==> src/stpfsm_regs.vh <==
`ifndef STPFSM_REGS_VH
`define STPFSM_REGS_VH

// port state encodings
`define STPFSM_ST_BLOCK      3'h0
`define STPFSM_ST_LISTEN     3'h1
`define STPFSM_ST_LEARN      3'h2
`define STPFSM_ST_FORWARD    3'h3
`define STPFSM_ST_DISABLE    3'h4

// register byte offsets
`define STPFSM_OFF_CTRL      8'h00
`define STPFSM_OFF_PRIO      8'h04
`define STPFSM_OFF_MAC_LO    8'h08
`define STPFSM_OFF_MAC_HI    8'h0C
`define STPFSM_OFF_HELLO     8'h10
`define STPFSM_OFF_MAXAGE    8'h14
`define STPFSM_OFF_FWDDLY    8'h18
`define STPFSM_OFF_FORCE     8'h1C
`define STPFSM_OFF_STATE     8'h20
`define STPFSM_OFF_ROOT      8'h24

// ctrl fields
`define STPFSM_CTRL_EN_BIT   0

// force register fields
`define STPFSM_FORCE_PORT_LSB 0
`define STPFSM_FORCE_PORT_MSB 4
`define STPFSM_FORCE_ST_LSB   8
`define STPFSM_FORCE_ST_MSB   10

// reset values, timers in seconds
`define STPFSM_PRIO_RST      16'h8000
`define STPFSM_HELLO_RST     6'h02
`define STPFSM_MAXAGE_RST    6'h14
`define STPFSM_FWDDLY_RST    6'h0F

// legal setting ranges, seconds
`define STPFSM_HELLO_MIN     6'h01
`define STPFSM_HELLO_MAX     6'h0A
`define STPFSM_MAXAGE_MIN    6'h06
`define STPFSM_MAXAGE_MAX    6'h28
`define STPFSM_FWDDLY_MIN    6'h04
`define STPFSM_FWDDLY_MAX    6'h1E

// timing: tick period in ns and clock period in ns
`define STPFSM_TICK_NS       1000000000
`define STPFSM_CLK_NS        40
`define STPFSM_TICK_CYC      (`STPFSM_TICK_NS / `STPFSM_CLK_NS)

`endif

==> src/stpfsm_tick.v <==
`timescale 1ns/100ps
`include "stpfsm_regs.vh"

module stpfsm_tick #(
	parameter TICK_CYC = `STPFSM_TICK_CYC
) (
	// clock and reset
	input  wire aclk,
	input  wire aresetn,
	input  wire clk_en,
	// tick out
	output reg  tick
);

	reg [31:0] count;

	// prescaler: one pulse per second
	always @(posedge aclk) begin
		if (!aresetn) begin
			count <= 32'h00000000;
			tick  <= 1'b0;
		end else if (clk_en) begin
			if (count >= TICK_CYC - 1) begin
				count <= 32'h00000000;
				tick  <= 1'b1;
			end else begin
				count <= count + 32'h00000001;
				tick  <= 1'b0;
			end
		end
	end

endmodule

==> src/stpfsm_port.v <==
`timescale 1ns/100ps
`include "stpfsm_regs.vh"

module stpfsm_port (
	// clock and reset
	input  wire       aclk,
	input  wire       aresetn,
	input  wire       clk_en,
	// control
	input  wire       tick,
	input  wire       stp_en,
	input  wire [5:0] fwd_delay,
	input  wire [5:0] max_age,
	input  wire       bpdu_rx,
	input  wire       bpdu_block,
	input  wire       link_up,
	input  wire       force_req,
	input  wire [2:0] force_state,
	// status
	output reg  [2:0] state,
	output reg        state_chg,
	output reg        info_valid,
	output reg        age_expired
);

	reg [5:0] delay_left;
	reg [5:0] age;
	reg [2:0] next_state;

	// legal next state; forced requests only follow the legal graph
	always @* begin
		next_state = state;
		case (state)
		`STPFSM_ST_BLOCK: begin
			if (force_req && (force_state == `STPFSM_ST_LISTEN ||
					force_state == `STPFSM_ST_DISABLE))
				next_state = force_state;
			else if (!link_up)
				next_state = `STPFSM_ST_DISABLE;
			else if (stp_en && bpdu_block == 1'b0)
				next_state = `STPFSM_ST_LISTEN;
		end
		`STPFSM_ST_LISTEN: begin
			if (force_req && (force_state == `STPFSM_ST_LEARN ||
					force_state == `STPFSM_ST_DISABLE))
				next_state = force_state;
			else if (!link_up || bpdu_block)
				next_state = `STPFSM_ST_DISABLE;
			else if (tick && delay_left <= 6'h01)
				next_state = `STPFSM_ST_LEARN;
		end
		`STPFSM_ST_LEARN: begin
			if (force_req && (force_state == `STPFSM_ST_FORWARD ||
					force_state == `STPFSM_ST_DISABLE))
				next_state = force_state;
			else if (!link_up || bpdu_block)
				next_state = `STPFSM_ST_DISABLE;
			else if (tick && delay_left <= 6'h01)
				next_state = `STPFSM_ST_FORWARD;
		end
		`STPFSM_ST_FORWARD: begin
			if ((force_req && force_state == `STPFSM_ST_DISABLE) ||
					!link_up || bpdu_block)
				next_state = `STPFSM_ST_DISABLE;
		end
		`STPFSM_ST_DISABLE: begin
			if ((force_req && force_state == `STPFSM_ST_BLOCK) ||
					(link_up && !force_req))
				next_state = `STPFSM_ST_BLOCK;
		end
		default: next_state = `STPFSM_ST_BLOCK;
		endcase
	end

	// state register, forward-delay and bpdu age timers
	always @(posedge aclk) begin
		if (!aresetn) begin
			state       <= `STPFSM_ST_BLOCK;
			state_chg   <= 1'b0;
			delay_left  <= 6'h00;
			age         <= 6'h00;
			info_valid  <= 1'b0;
			age_expired <= 1'b0;
		end else if (clk_en) begin
			state     <= next_state;
			state_chg <= (next_state != state);
			if (next_state != state)
				delay_left <= fwd_delay;
			else if (tick && delay_left != 6'h00)
				delay_left <= delay_left - 6'h01;
			age_expired <= 1'b0;
			if (bpdu_rx) begin
				age        <= 6'h00;
				info_valid <= 1'b1;
			end else if (tick && info_valid) begin
				if (age >= max_age) begin
					info_valid  <= 1'b0;
					age_expired <= 1'b1;
				end else begin
					age <= age + 6'h01;
				end
			end
		end
	end

endmodule

==> src/stpfsm_top.v <==
// The address map and the AXI4-Lite register port were left to the implementer.
`timescale 1ns/100ps
`include "stpfsm_regs.vh"

module stpfsm_top #(
	parameter NPORTS   = 8,
	parameter TICK_CYC = `STPFSM_TICK_CYC
) (
	// clock, reset, enable
	input  wire              aclk,
	input  wire              aresetn,
	input  wire              clk_en,
	// axi4-lite write address
	input  wire [7:0]        s_axi_awaddr,
	input  wire              s_axi_awvalid,
	output wire              s_axi_awready,
	// axi4-lite write data
	input  wire [31:0]       s_axi_wdata,
	input  wire [3:0]        s_axi_wstrb,
	input  wire              s_axi_wvalid,
	output wire              s_axi_wready,
	// axi4-lite write response
	output reg  [1:0]        s_axi_bresp,
	output reg               s_axi_bvalid,
	input  wire              s_axi_bready,
	// axi4-lite read address
	input  wire [7:0]        s_axi_araddr,
	input  wire              s_axi_arvalid,
	output wire              s_axi_arready,
	// axi4-lite read data
	output reg  [31:0]       s_axi_rdata,
	output reg  [1:0]        s_axi_rresp,
	output reg               s_axi_rvalid,
	input  wire              s_axi_rready,
	// per-port frame classification and link status
	input  wire [NPORTS-1:0] bpdu_rx,
	input  wire [NPORTS-1:0] bpdu_block,
	input  wire [NPORTS-1:0] root_bpdu_rx,
	input  wire [NPORTS-1:0] link_up,
	// per-port gating and state-change pulses
	output wire [NPORTS-1:0] data_rx_en,
	output wire [NPORTS-1:0] data_tx_en,
	output wire [NPORTS-1:0] learn_en,
	output wire [NPORTS-1:0] bpdu_pass_en,
	output wire [NPORTS-1:0] mgmt_only,
	output wire [NPORTS-1:0] state_chg,
	// bridge-level outputs
	output wire [63:0]       bridge_id,
	output reg               hello_tx,
	output reg               root_claim
);

	////////////////////////////////////////////////////////////////////////
	// registers

	reg              stp_en;
	reg [15:0]       bridge_prio;
	reg [47:0]       bridge_mac;
	reg [5:0]        hello_time;
	reg [5:0]        max_age;
	reg [5:0]        fwd_delay;
	reg              force_req;
	reg [4:0]        force_port;
	reg [2:0]        force_state;
	reg              aw_full;
	reg              w_full;
	reg [7:0]        aw_addr;
	reg [31:0]       w_data;
	reg [3:0]        w_strb;
	reg [5:0]        hello_left;
	reg [5:0]        root_age;
	wire             tick;
	wire [3*NPORTS-1:0] state_flat;
	wire [NPORTS-1:0]   info_valid;
	wire [NPORTS-1:0]   age_expired;
	wire [3*NPORTS+29:0] state_wide;
	wire [NPORTS+7:0]    info_wide;

	// zero padding so builds with few ports still fill the read words
	assign state_wide = {30'h0000000, state_flat};
	assign info_wide  = {8'h00, info_valid};

	// each channel is taken once and held until the response goes
	assign s_axi_awready = !aw_full && !s_axi_bvalid;
	assign s_axi_wready  = !w_full && !s_axi_bvalid;
	assign s_axi_arready = !s_axi_rvalid;

	assign bridge_id = {bridge_prio, bridge_mac};

	////////////////////////////////////////////////////////////////////////
	// tick prescaler

	stpfsm_tick #(
		.TICK_CYC (TICK_CYC)
	) u_tick (
		.aclk    (aclk),
		.aresetn (aresetn),
		.clk_en  (clk_en),
		.tick    (tick)
	);

	////////////////////////////////////////////////////////////////////////
	// per-port state machines and frame gating

	genvar gi;
	generate
		for (gi = 0; gi < NPORTS; gi = gi + 1) begin : g_port
			wire [2:0] st;
			wire       frc = force_req && (force_port == gi);

			stpfsm_port u_port (
				.aclk        (aclk),
				.aresetn     (aresetn),
				.clk_en      (clk_en),
				.tick        (tick),
				.stp_en      (stp_en),
				.fwd_delay   (fwd_delay),
				.max_age     (max_age),
				.bpdu_rx     (bpdu_rx[gi]),
				.bpdu_block  (bpdu_block[gi]),
				.link_up     (link_up[gi]),
				.force_req   (frc),
				.force_state (force_state),
				.state       (st),
				.state_chg   (state_chg[gi]),
				.info_valid  (info_valid[gi]),
				.age_expired (age_expired[gi])
			);
			assign state_flat[3*gi+2:3*gi] = st;
			assign data_rx_en[gi]   = (st == `STPFSM_ST_FORWARD);
			assign data_tx_en[gi]   = (st == `STPFSM_ST_FORWARD);
			assign learn_en[gi]     = (st == `STPFSM_ST_LEARN) ||
				(st == `STPFSM_ST_FORWARD);
			assign bpdu_pass_en[gi] = (st != `STPFSM_ST_DISABLE);
			assign mgmt_only[gi]    = (st == `STPFSM_ST_DISABLE);
		end
	endgenerate

	////////////////////////////////////////////////////////////////////////
	// hello timer and root claim

	// hello period; claim root after max age silence
	always @(posedge aclk) begin
		if (!aresetn) begin
			hello_left <= `STPFSM_HELLO_RST;
			root_age   <= 6'h00;
			root_claim <= 1'b0;
			hello_tx   <= 1'b0;
		end else if (clk_en) begin
			hello_tx <= 1'b0;
			if (!stp_en) begin
				root_age   <= 6'h00;
				root_claim <= 1'b0;
			end else if (|root_bpdu_rx) begin
				root_age   <= 6'h00;
				root_claim <= 1'b0;
			end else if (tick) begin
				if (root_age >= max_age)
					root_claim <= 1'b1;
				else
					root_age <= root_age + 6'h01;
			end
			if (tick) begin
				if (hello_left <= 6'h01) begin
					hello_left <= hello_time;
					hello_tx   <= stp_en && root_claim;
				end else begin
					hello_left <= hello_left - 6'h01;
				end
			end
		end
	end

	////////////////////////////////////////////////////////////////////////
	// axi4-lite write path

	wire do_write = aw_full && w_full && !s_axi_bvalid;
	wire [5:0] wv6 = w_data[5:0];

	// address and data may arrive in either order
	always @(posedge aclk) begin
		if (!aresetn) begin
			aw_full      <= 1'b0;
			w_full       <= 1'b0;
			aw_addr      <= 8'h00;
			w_data       <= 32'h00000000;
			w_strb       <= 4'h0;
			s_axi_bvalid <= 1'b0;
			s_axi_bresp  <= 2'h0;
			stp_en       <= 1'b0;
			bridge_prio  <= `STPFSM_PRIO_RST;
			bridge_mac   <= 48'h000000000000;
			hello_time   <= `STPFSM_HELLO_RST;
			max_age      <= `STPFSM_MAXAGE_RST;
			fwd_delay    <= `STPFSM_FWDDLY_RST;
			force_req    <= 1'b0;
			force_port   <= 5'h00;
			force_state  <= 3'h0;
		end else if (clk_en) begin
			force_req <= 1'b0;
			if (s_axi_awvalid && s_axi_awready) begin
				aw_full <= 1'b1;
				aw_addr <= s_axi_awaddr;
			end
			if (s_axi_wvalid && s_axi_wready) begin
				w_full <= 1'b1;
				w_data <= s_axi_wdata;
				w_strb <= s_axi_wstrb;
			end
			if (s_axi_bvalid && s_axi_bready)
				s_axi_bvalid <= 1'b0;
			if (do_write) begin
				aw_full      <= 1'b0;
				w_full       <= 1'b0;
				s_axi_bvalid <= 1'b1;
				s_axi_bresp  <= 2'h0;
				case (aw_addr)
				`STPFSM_OFF_CTRL:
					if (w_strb[0])
						stp_en <= w_data[`STPFSM_CTRL_EN_BIT];
				`STPFSM_OFF_PRIO: begin
					if (w_strb[0]) bridge_prio[7:0]  <= w_data[7:0];
					if (w_strb[1]) bridge_prio[15:8] <= w_data[15:8];
				end
				`STPFSM_OFF_MAC_LO:
					bridge_mac[31:0] <= w_data;
				`STPFSM_OFF_MAC_HI:
					bridge_mac[47:32] <= w_data[15:0];
				`STPFSM_OFF_HELLO:
					if (wv6 >= `STPFSM_HELLO_MIN && wv6 <= `STPFSM_HELLO_MAX &&
							w_data[31:6] == 26'h0000000)
						hello_time <= wv6;
					else
						s_axi_bresp <= 2'h2;
				`STPFSM_OFF_MAXAGE:
					if (wv6 >= `STPFSM_MAXAGE_MIN && wv6 <= `STPFSM_MAXAGE_MAX &&
							w_data[31:6] == 26'h0000000)
						max_age <= wv6;
					else
						s_axi_bresp <= 2'h2;
				`STPFSM_OFF_FWDDLY:
					if (wv6 >= `STPFSM_FWDDLY_MIN && wv6 <= `STPFSM_FWDDLY_MAX &&
							w_data[31:6] == 26'h0000000)
						fwd_delay <= wv6;
					else
						s_axi_bresp <= 2'h2;
				`STPFSM_OFF_FORCE: begin
					force_req   <= 1'b1;
					force_port  <= w_data[`STPFSM_FORCE_PORT_MSB:`STPFSM_FORCE_PORT_LSB];
					force_state <= w_data[`STPFSM_FORCE_ST_MSB:`STPFSM_FORCE_ST_LSB];
				end
				`STPFSM_OFF_STATE, `STPFSM_OFF_ROOT: ;
				default: s_axi_bresp <= 2'h3;
				endcase
			end
		end
	end

	////////////////////////////////////////////////////////////////////////
	// axi4-lite read path

	// state register packs 3 bits per port (up to 10 ports fit)
	always @(posedge aclk) begin
		if (!aresetn) begin
			s_axi_rvalid <= 1'b0;
			s_axi_rdata  <= 32'h00000000;
			s_axi_rresp  <= 2'h0;
		end else if (clk_en) begin
			if (s_axi_rvalid && s_axi_rready)
				s_axi_rvalid <= 1'b0;
			if (s_axi_arvalid && s_axi_arready) begin
				s_axi_rvalid <= 1'b1;
				s_axi_rresp  <= 2'h0;
				s_axi_rdata  <= 32'h00000000;
				case (s_axi_araddr)
				`STPFSM_OFF_CTRL:   s_axi_rdata <= {31'h00000000, stp_en};
				`STPFSM_OFF_PRIO:   s_axi_rdata <= {16'h0000, bridge_prio};
				`STPFSM_OFF_MAC_LO: s_axi_rdata <= bridge_mac[31:0];
				`STPFSM_OFF_MAC_HI: s_axi_rdata <= {16'h0000, bridge_mac[47:32]};
				`STPFSM_OFF_HELLO:  s_axi_rdata <= {26'h0000000, hello_time};
				`STPFSM_OFF_MAXAGE: s_axi_rdata <= {26'h0000000, max_age};
				`STPFSM_OFF_FWDDLY: s_axi_rdata <= {26'h0000000, fwd_delay};
				`STPFSM_OFF_FORCE:  s_axi_rdata <= 32'h00000000;
				`STPFSM_OFF_STATE:  s_axi_rdata <= {2'h0, state_wide[29:0]};
				`STPFSM_OFF_ROOT:   s_axi_rdata <= {info_wide[7:0], 23'h000000,
					root_claim};
				default:            s_axi_rresp <= 2'h3;
				endcase
			end
		end
	end

endmodule

==> config.mk <==
export PLATFORM = sky130hd
export DESIGN_NAME = stpfsm_top
export DESIGN_NICKNAME = d
export VERILOG_FILES = /design/src/stpfsm_tick.v /design/src/stpfsm_port.v /design/src/stpfsm_top.v
export VERILOG_INCLUDE_DIRS = /design/src
export SDC_FILE = /design/constraint.sdc
export NUM_CORES = 1
export LEC_CHECK = 0
export ABC_CLOCK_PERIOD_IN_PS = 3100
export BUFFER_PORTS_ARGS = -buffer_cell sky130_fd_sc_hd__buf_2
export CAP_MARGIN = 5
export CORE_UTILIZATION = 50
export DETAILED_ROUTE_END_ITERATION = 8
export GPL_TIMING_DRIVEN = 0
export PLACE_DENSITY = 0.77
export SLEW_MARGIN = 20
export SYNTH_ARGS = -nofsm -noshare
export SYNTH_HDL_FRONTEND = slang
export SYNTH_SLANG_ARGS = --single-unit
==> constraint.sdc <==
create_clock -name aclk -period 3.1 [get_ports aclk]
set_clock_uncertainty 0.1 [all_clocks]
set_input_delay 0.31 -clock aclk [delete_from_list [all_inputs] [get_ports aclk]]
set_output_delay 0.31 -clock aclk [all_outputs]
set_load 0.02 [all_outputs]
==> results of run 1 <==
==> stage by stage <==
stage               cell area [µm²]  std cells  utilization (%)
floorplan                     19500       2422                -
global placement              21300       3176             56.1
detailed placement            21400       3176             56.2
CTS                           23200       3291             61.0
global route                  23400       3298             61.4
finish                        23400       3298             61.4
==> path summary, 6_finish.rpt <==
path / startpoint / to / slack (ps) / depth (start not counted)
hold / removal: bpdu_rx[6] / g_port[6].u_port.info_valid$_SDFFE_PN0P_ / 30 / 3
setup / recovery: force_port[1]$_SDFFE_PN0P_ / g_port[3].u_port.delay_left[4]$_SDFFE_PN0P_ / 70 / 10
setup reg to reg: force_port[1]$_SDFFE_PN0P_ / g_port[3].u_port.delay_left[4]$_SDFFE_PN0P_ / 70 / 10
hold reg to reg: g_port[3].u_port.state_chg$_SDFFE_PN0P_ / g_port[3].u_port.state_chg$_SDFFE_PN0P_ / 360 / 2
==> flip-flops by register name, summed over array words and instances, names as in the netlist, 2 cells and up <==
signal                    count
bridge_mac                   48
g_port.u_port.age            48
g_port.u_port.delay_left     48
s_axi_rdata                  32
u_tick.count                 32
w_data                       32
g_port.u_port.state          24
bridge_prio                  16
aw_addr                       8
g_port.u_port.info_valid      8
g_port.u_port.state_chg       8
fwd_delay                     6
hello_left                    6
hello_time                    6
max_age                       6
root_age                      6
force_port                    5
force_state                   3
s_axi_bresp                   2
w_strb                        2
==> layer usage <==
layer	track usage, %	up-vias	routed length, µm
met5	0	-	13
li1	-	9426	-
met3	6.82	241	7330
met2	55.0	1235	31400
met4	19.1	2	3870
met1	44.2	9778	27800
==> worst max-delay path: stages (launching register included) <==
cell,delay [ps]
dfxtp_2,450
or3b_1,420
buf_2,190
nor2_1,260
a221oi_1,200
or3_4,370
o311ai_4,260
buf_12,160
mux2_2,330
nand2_1,80
a21oi_2,50
==> placed cells by master, fill, tap and decap left out, types with 14 or more instances in the layout <==
| master | n |
|---|---|
| dfxtp_1 | 354 |
| a22oi_1 | 40 |
| nor4_1 | 27 |
| buf_2 | 257 |
| and3_1 | 34 |
| nor3_1 | 59 |
| xor2_1 | 42 |
| o211ai_1 | 18 |
| clkbuf_1 | 116 |
| nand4_1 | 38 |
| clkbuf_16 | 39 |
| buf_4 | 34 |
| nand3_1 | 79 |
| and2_1 | 28 |
| dlygate4sd3_1 | 54 |
| mux2i_1 | 79 |
| nor2b_1 | 24 |
| inv_1 | 68 |
| a21oi_1 | 167 |
| nand2_1 | 315 |
| a211oi_1 | 27 |
| o21ai_0 | 109 |
| or3_1 | 14 |
| xnor2_1 | 14 |
| nand2b_1 | 27 |
| a31oi_1 | 32 |
| nor2_1 | 258 |
| a21o_1 | 26 |
| nand3b_1 | 18 |
| ha_1 | 90 |
| a221oi_1 | 34 |
==> what timing repair did <==
item,CTS,global route
resized for setup,10,29
pin swaps,2,3
hold endpoints to repair,55,0
hold buffers,54,0
setup buffers,5,7
endpoints found under the setup margin,57,71
==> cell families (layout without fill, tap and decap cells) <==
| family | count (synthesis) | after routing | synth area share (%) |
|---|---|---|---|
| compound gates | 597 | 597 | 20.5 |
| xor+xnor | 56 | 56 | 2.52 |
| fa+ha+maj | 90 | 90 | 5.78 |
| buf+inv | 240 | 605 | 5.37 |
| flops | 356 | 356 | 36.6 |
| mux | 88 | 88 | 4.58 |
| simple gates | 995 | 995 | 24.7 |
==> power by group <==
group,leakage (nW),switching [mW],internal (mW)
Combinational,6.09,0.892,0.526
Sequential,2.90,0.165,4.73
Clock,0.588,1.97,2.56
Total,9.57,3.03,7.81
==> layout make-up <==
cell class / instances / area (µm²) / area share, %
multi-input combinational: 1826 / 11500 / 49.0
sequential: 356 / 7130 / 30.5
timing repair buffer: 309 / 1870 / 8.01
clock buffer: 48 / 1090 / 4.67
buffer: 170 / 800 / 3.42
tap: 511 / 639 / 2.74
inverter: 70 / 263 / 1.12
clock inverter: 8 / 108 / 0.461
==> results.toml, run 1 <==
[logic_synthesis]
ys.flop_type = "dfxtp_1"
yosysWarnings = 0
synth_top_area_cell = "dfxtp_1"
synth.net_count = 2604
synthTopCellsByArea = "dfxtp_1 (37%), nand2_1 (6.1%), ha_1 (5.8%)"
synth_edf_count = 0
synthArstFlopShare_pct = 0
netlist.area_leader.share_pct = 36.6
ys_types = 95
postSynthAreaPerCell_um2 = 8.04
ys_ff_latch = 356
yosysMostFrequentCell = "dfxtp_1"
netlist_top_cells_count = "dfxtp_1 (356), nand2_1 (316), nor2_1 (259), a21oi_1 (167), clkbuf_1 (121)"
syn-cell-area_um2 = 19500
synth-seq-area-share_pct = 36.6
syn_inst = 2422

[power]
finalPower_mw = 10.8
peakVddDrop_mv = 0.424
powerDensity_nw_per_um2 = 464
power_leakage_nw = 9.57

[route]
drc = 0
wirelength_um = 70500
vias = 20700
first_pass_iters = 5
initialDrtViolationCount = 2139
routed_via_density = 6.27
wire_per_inst_um = 21.4
ant_nets = 0

[die]
die_x_um = 199
io_pins = 247
start_util_pct = 51.2
die-area_um2 = 39800
placementRows = 71
coreArea_um2 = 38000
dieHeight_um = 199

[sta]
period_needed_ps = 3030
rsz0062_at_grt = "true"
whs_ps = 34.4
worst_pin_slew_ps = 1060
max_slew_margin_pct = 29.1
setup_viol = 0
finalMaxSlewViolations = 0
fin_crit_sh_pct = 97.7
hold_viol = 0
setup_ws_ps = 71.9
max_clock_freq_mhz = 330
fin_setup_tns_ps = 0

[setup_path]
start_kind = "flop"
critPathCaptureType = "flop"
critPathKind = "reg2reg"
crit_required_ps = 3420
crit_arrival_ps = 3350
cp_max_fo = 8

[cts]
cts.sinks = 356
path_clk_slew_ps = 60
htreeDepth = 2
worst_skew_pair.late_latency_ps = 580
numCtsBuffers = 39
cts_root_buffer = "clkbuf_16"
cts_max_path_buffers = 3
cts_tree = "yes"

[run]
drv_cap = 0

[global_routing]
grt_pass1_wl_um = 106000
grt_max_degree = 13
grt.overflow.total = 0
grt_pass1_vias = 19200
antenna_found_initial = 1
grt.total_usage_pct = 34.7

[worst_hold_path]
hold_path.class = "in2reg"

[placed_design]
portBuffers = 243
dp_hpwl_um = 50900
gp_congestion = 0.996
dp_slack_ps = -426

[layout]
fillers = 3396
antenna_cells = 0
drive_gt1_share_pct = 15.4
layout.nets = 2954
syn_to_final_growth_pct = 19.9

[status]
status = "finished, final reports clean"
Note: power is estimated with default switching activity, not from simulation.
==> inputs of run 2 (changes only) <==
==> constraint.sdc (replaced) <==
create_clock -name aclk -period 3.1 [get_ports aclk]
set_clock_uncertainty 0.1 [all_clocks]
set_input_delay 0.155 -clock aclk [delete_from_list [all_inputs] [get_ports aclk]]
set_output_delay 0.155 -clock aclk [all_outputs]
set_load 0.02 [all_outputs]
==> run 2 against run 1 <==
Effect of this change:
- worst hold slack improved by 36 ps
- sequential share of layout area decreased by 0.32 points
- flip-flop and latch count unchanged
- die area unchanged
- count of clock-buffer cells in the layout unchanged
- routed wire length increased by 0.47%
- largest power group unchanged
- largest cell class unchanged
- non-clock buffer count increased by 27
- register-to-register slack about the same
- setup slack got worse by 14 ps
- critical path depth unchanged
- core utilization increased by 0.65 points
==> results.toml, run 2 (synthesized netlist as in run 1, its figures left out) <==
[power]
power_leakage_nw = 9.64
clockPowerShare_pct = 41.6
power.share.combinational_pct = 13.3
sw_frac_of_total_pct = 27.9
finalPower_mw = 10.9
p_switching_mw = 3.02
powerDensity_nw_per_um2 = 460
peakVddDrop_mv = 0.424
seqPwrFrac_pct = 45.1
p_int_mw = 7.83

[layout]
antenna_cells = 0
final_common_cell = "dfxtp_1"
syn_to_final_growth_pct = 21.1
layout_common_cells = "dfxtp_1 (354), nand2_1 (315), nor2_1 (258)"
drive_gt1_share_pct = 15.2
layout.nets = 2981
final_core_util_pct = 62.1
top_regs = "bridge_mac (48), g_port.u_port.age (48), g_port.u_port.delay_left (48)"
design_area_um2 = 23600
fillers = 3365

[sta]
max_clock_freq_mhz = 329
hold_viol = 0
period_needed_ps = 3040
finalMaxSlewViolations = 0
fin_setup_tns_ps = 0
whs_ps = 69.9
fin_crit_sh_pct = 98.1
setup_viol = 0
rsz0062_at_grt = "true"
worst_pin_slew_ps = 1060
max_slew_margin_pct = 29.6

[die]
start_util_pct = 51.2
placementRows = 71
coreArea_um2 = 38000
die_x_um = 199
io_pins = 247
die-area_um2 = 39800
dieHeight_um = 199

[global_routing]
grt_pass1_vias = 19400
grt_pass1_wl_um = 107000
antenna_found_initial = 1
grt_max_degree = 13
grt.overflow.total = 0
grt.total_usage_pct = 34.8

[route]
wire_per_inst_um = 21.3
initialDrtViolationCount = 2097
first_pass_iters = 6
routed_via_density = 6.29
drc = 0
vias = 20900
ant_nets = 0
wirelength_um = 70800

[setup_path]
critical_path.cell_chain = "or3b_2, clkbuf_1, nand2_2, a22o_1, a31o_2, o311ai_4, buf_4, a21oi_1, o22ai_1, and2_1"
rrSetupSlack_ps = 60
slowest_stage = "clkbuf_1"
critPathCaptureType = "flop"
cp_max_fo = 10
cpPeakStageDelay_ps = 450
crit_arrival_ps = 3460
crit_required_ps = 3520
critPathKind = "reg2reg"
start_kind = "flop"

[status]
status = "finished, final reports clean"

[worst_hold_path]
hold_path.class = "in2reg"

[cts]
cts_tree = "yes"
cts_root_buffer = "clkbuf_16"
cts_max_path_buffers = 3
worst_skew_pair.late_latency_ps = 580
htreeDepth = 2
path_clk_slew_ps = 60
cts.sinks = 356
numCtsBuffers = 39

[placed_design]
dp_hpwl_um = 50900
placed_area_um2 = 21400
portBuffers = 243
gp_congestion = 0.996

[run]
drv_cap = 0
-- run 2: power by group through the flow --
stage / clock (mW) / combinational (mW) / sequential [mW]
floorplan: 0 / 0.833 / 4.96
global placement: 0 / 1.26 / 4.97
detailed placement: 0 / 1.29 / 4.98
CTS: 4.53 / 1.38 / 4.88
global route: 4.71 / 1.55 / 4.91
finish: 4.52 / 1.45 / 4.89
-- run 2: cell type report --
class	count	area (µm²)	area share, %
flip-flops and latches	356	7130	30.2
clock buffers	48	1090	4.62
clock inverters	8	108	0.456
inverters	70	263	1.11
repair buffers	336	2140	9.05
multi-input cells	1826	11400	48.5
plain buffers	170	797	3.38
well taps	511	639	2.71
-- run 2: layer usage --
layer / share of wire (%) / wire length (µm) / global-route usage, %
met1: 39 / 27700 / 44.1
met2: 45 / 31700 / 55.4
met3: 11 / 7520 / 6.95
met4: 5.5 / 3910 / 19.1
met5: 0 / 0 / 0
-- run 2: path summary, 6_finish.rpt --
| check | cells past startpoint | to | from |
|---|---|---|---|
| max reg2reg | 10 | g_port[2].u_port.delay_left[2]$_SDFFE_PN0P_ | force_state[0]$_SDFFE_PN0P_ |
| min | 6 | s_axi_rdata[0]$_SDFFE_PN0P_ | s_axi_araddr[2] |
| min reg2reg | 2 | aw_addr[7]$_SDFFE_PN0P_ | aw_addr[7]$_SDFFE_PN0P_ |
| max | 10 | g_port[2].u_port.delay_left[2]$_SDFFE_PN0P_ | force_state[0]$_SDFFE_PN0P_ |
-- run 2: worst max-delay path: cells and delay by family, from the launching register on --
family	cells	cell delay, ps
AOI/OAI and AO/OA	5	1220
buffers and inverters	2	720
DFF	1	410
and+or+nand+nor	3	530
-- run 2: what timing repair did --
action | 4_1_cts | 5_1_grt
resized for setup | 10 | 23
setup endpoints to repair | 57 | 70
pin swaps | 2 | 4
hold buffers | 79 | 0
buffers inserted | 5 | 9
endpoints found under the hold margin | 110 | 0
-- run 2: per-stage QoR --
stage	instances	setup WS [ps]
2_1_floorplan	2422	420
5_1_grt	3325	-107
3_3_place_gp	3176	-297
4_1_cts	3316	13.7
3_5_place_dp	3176	-379
6_report	3325	57.6
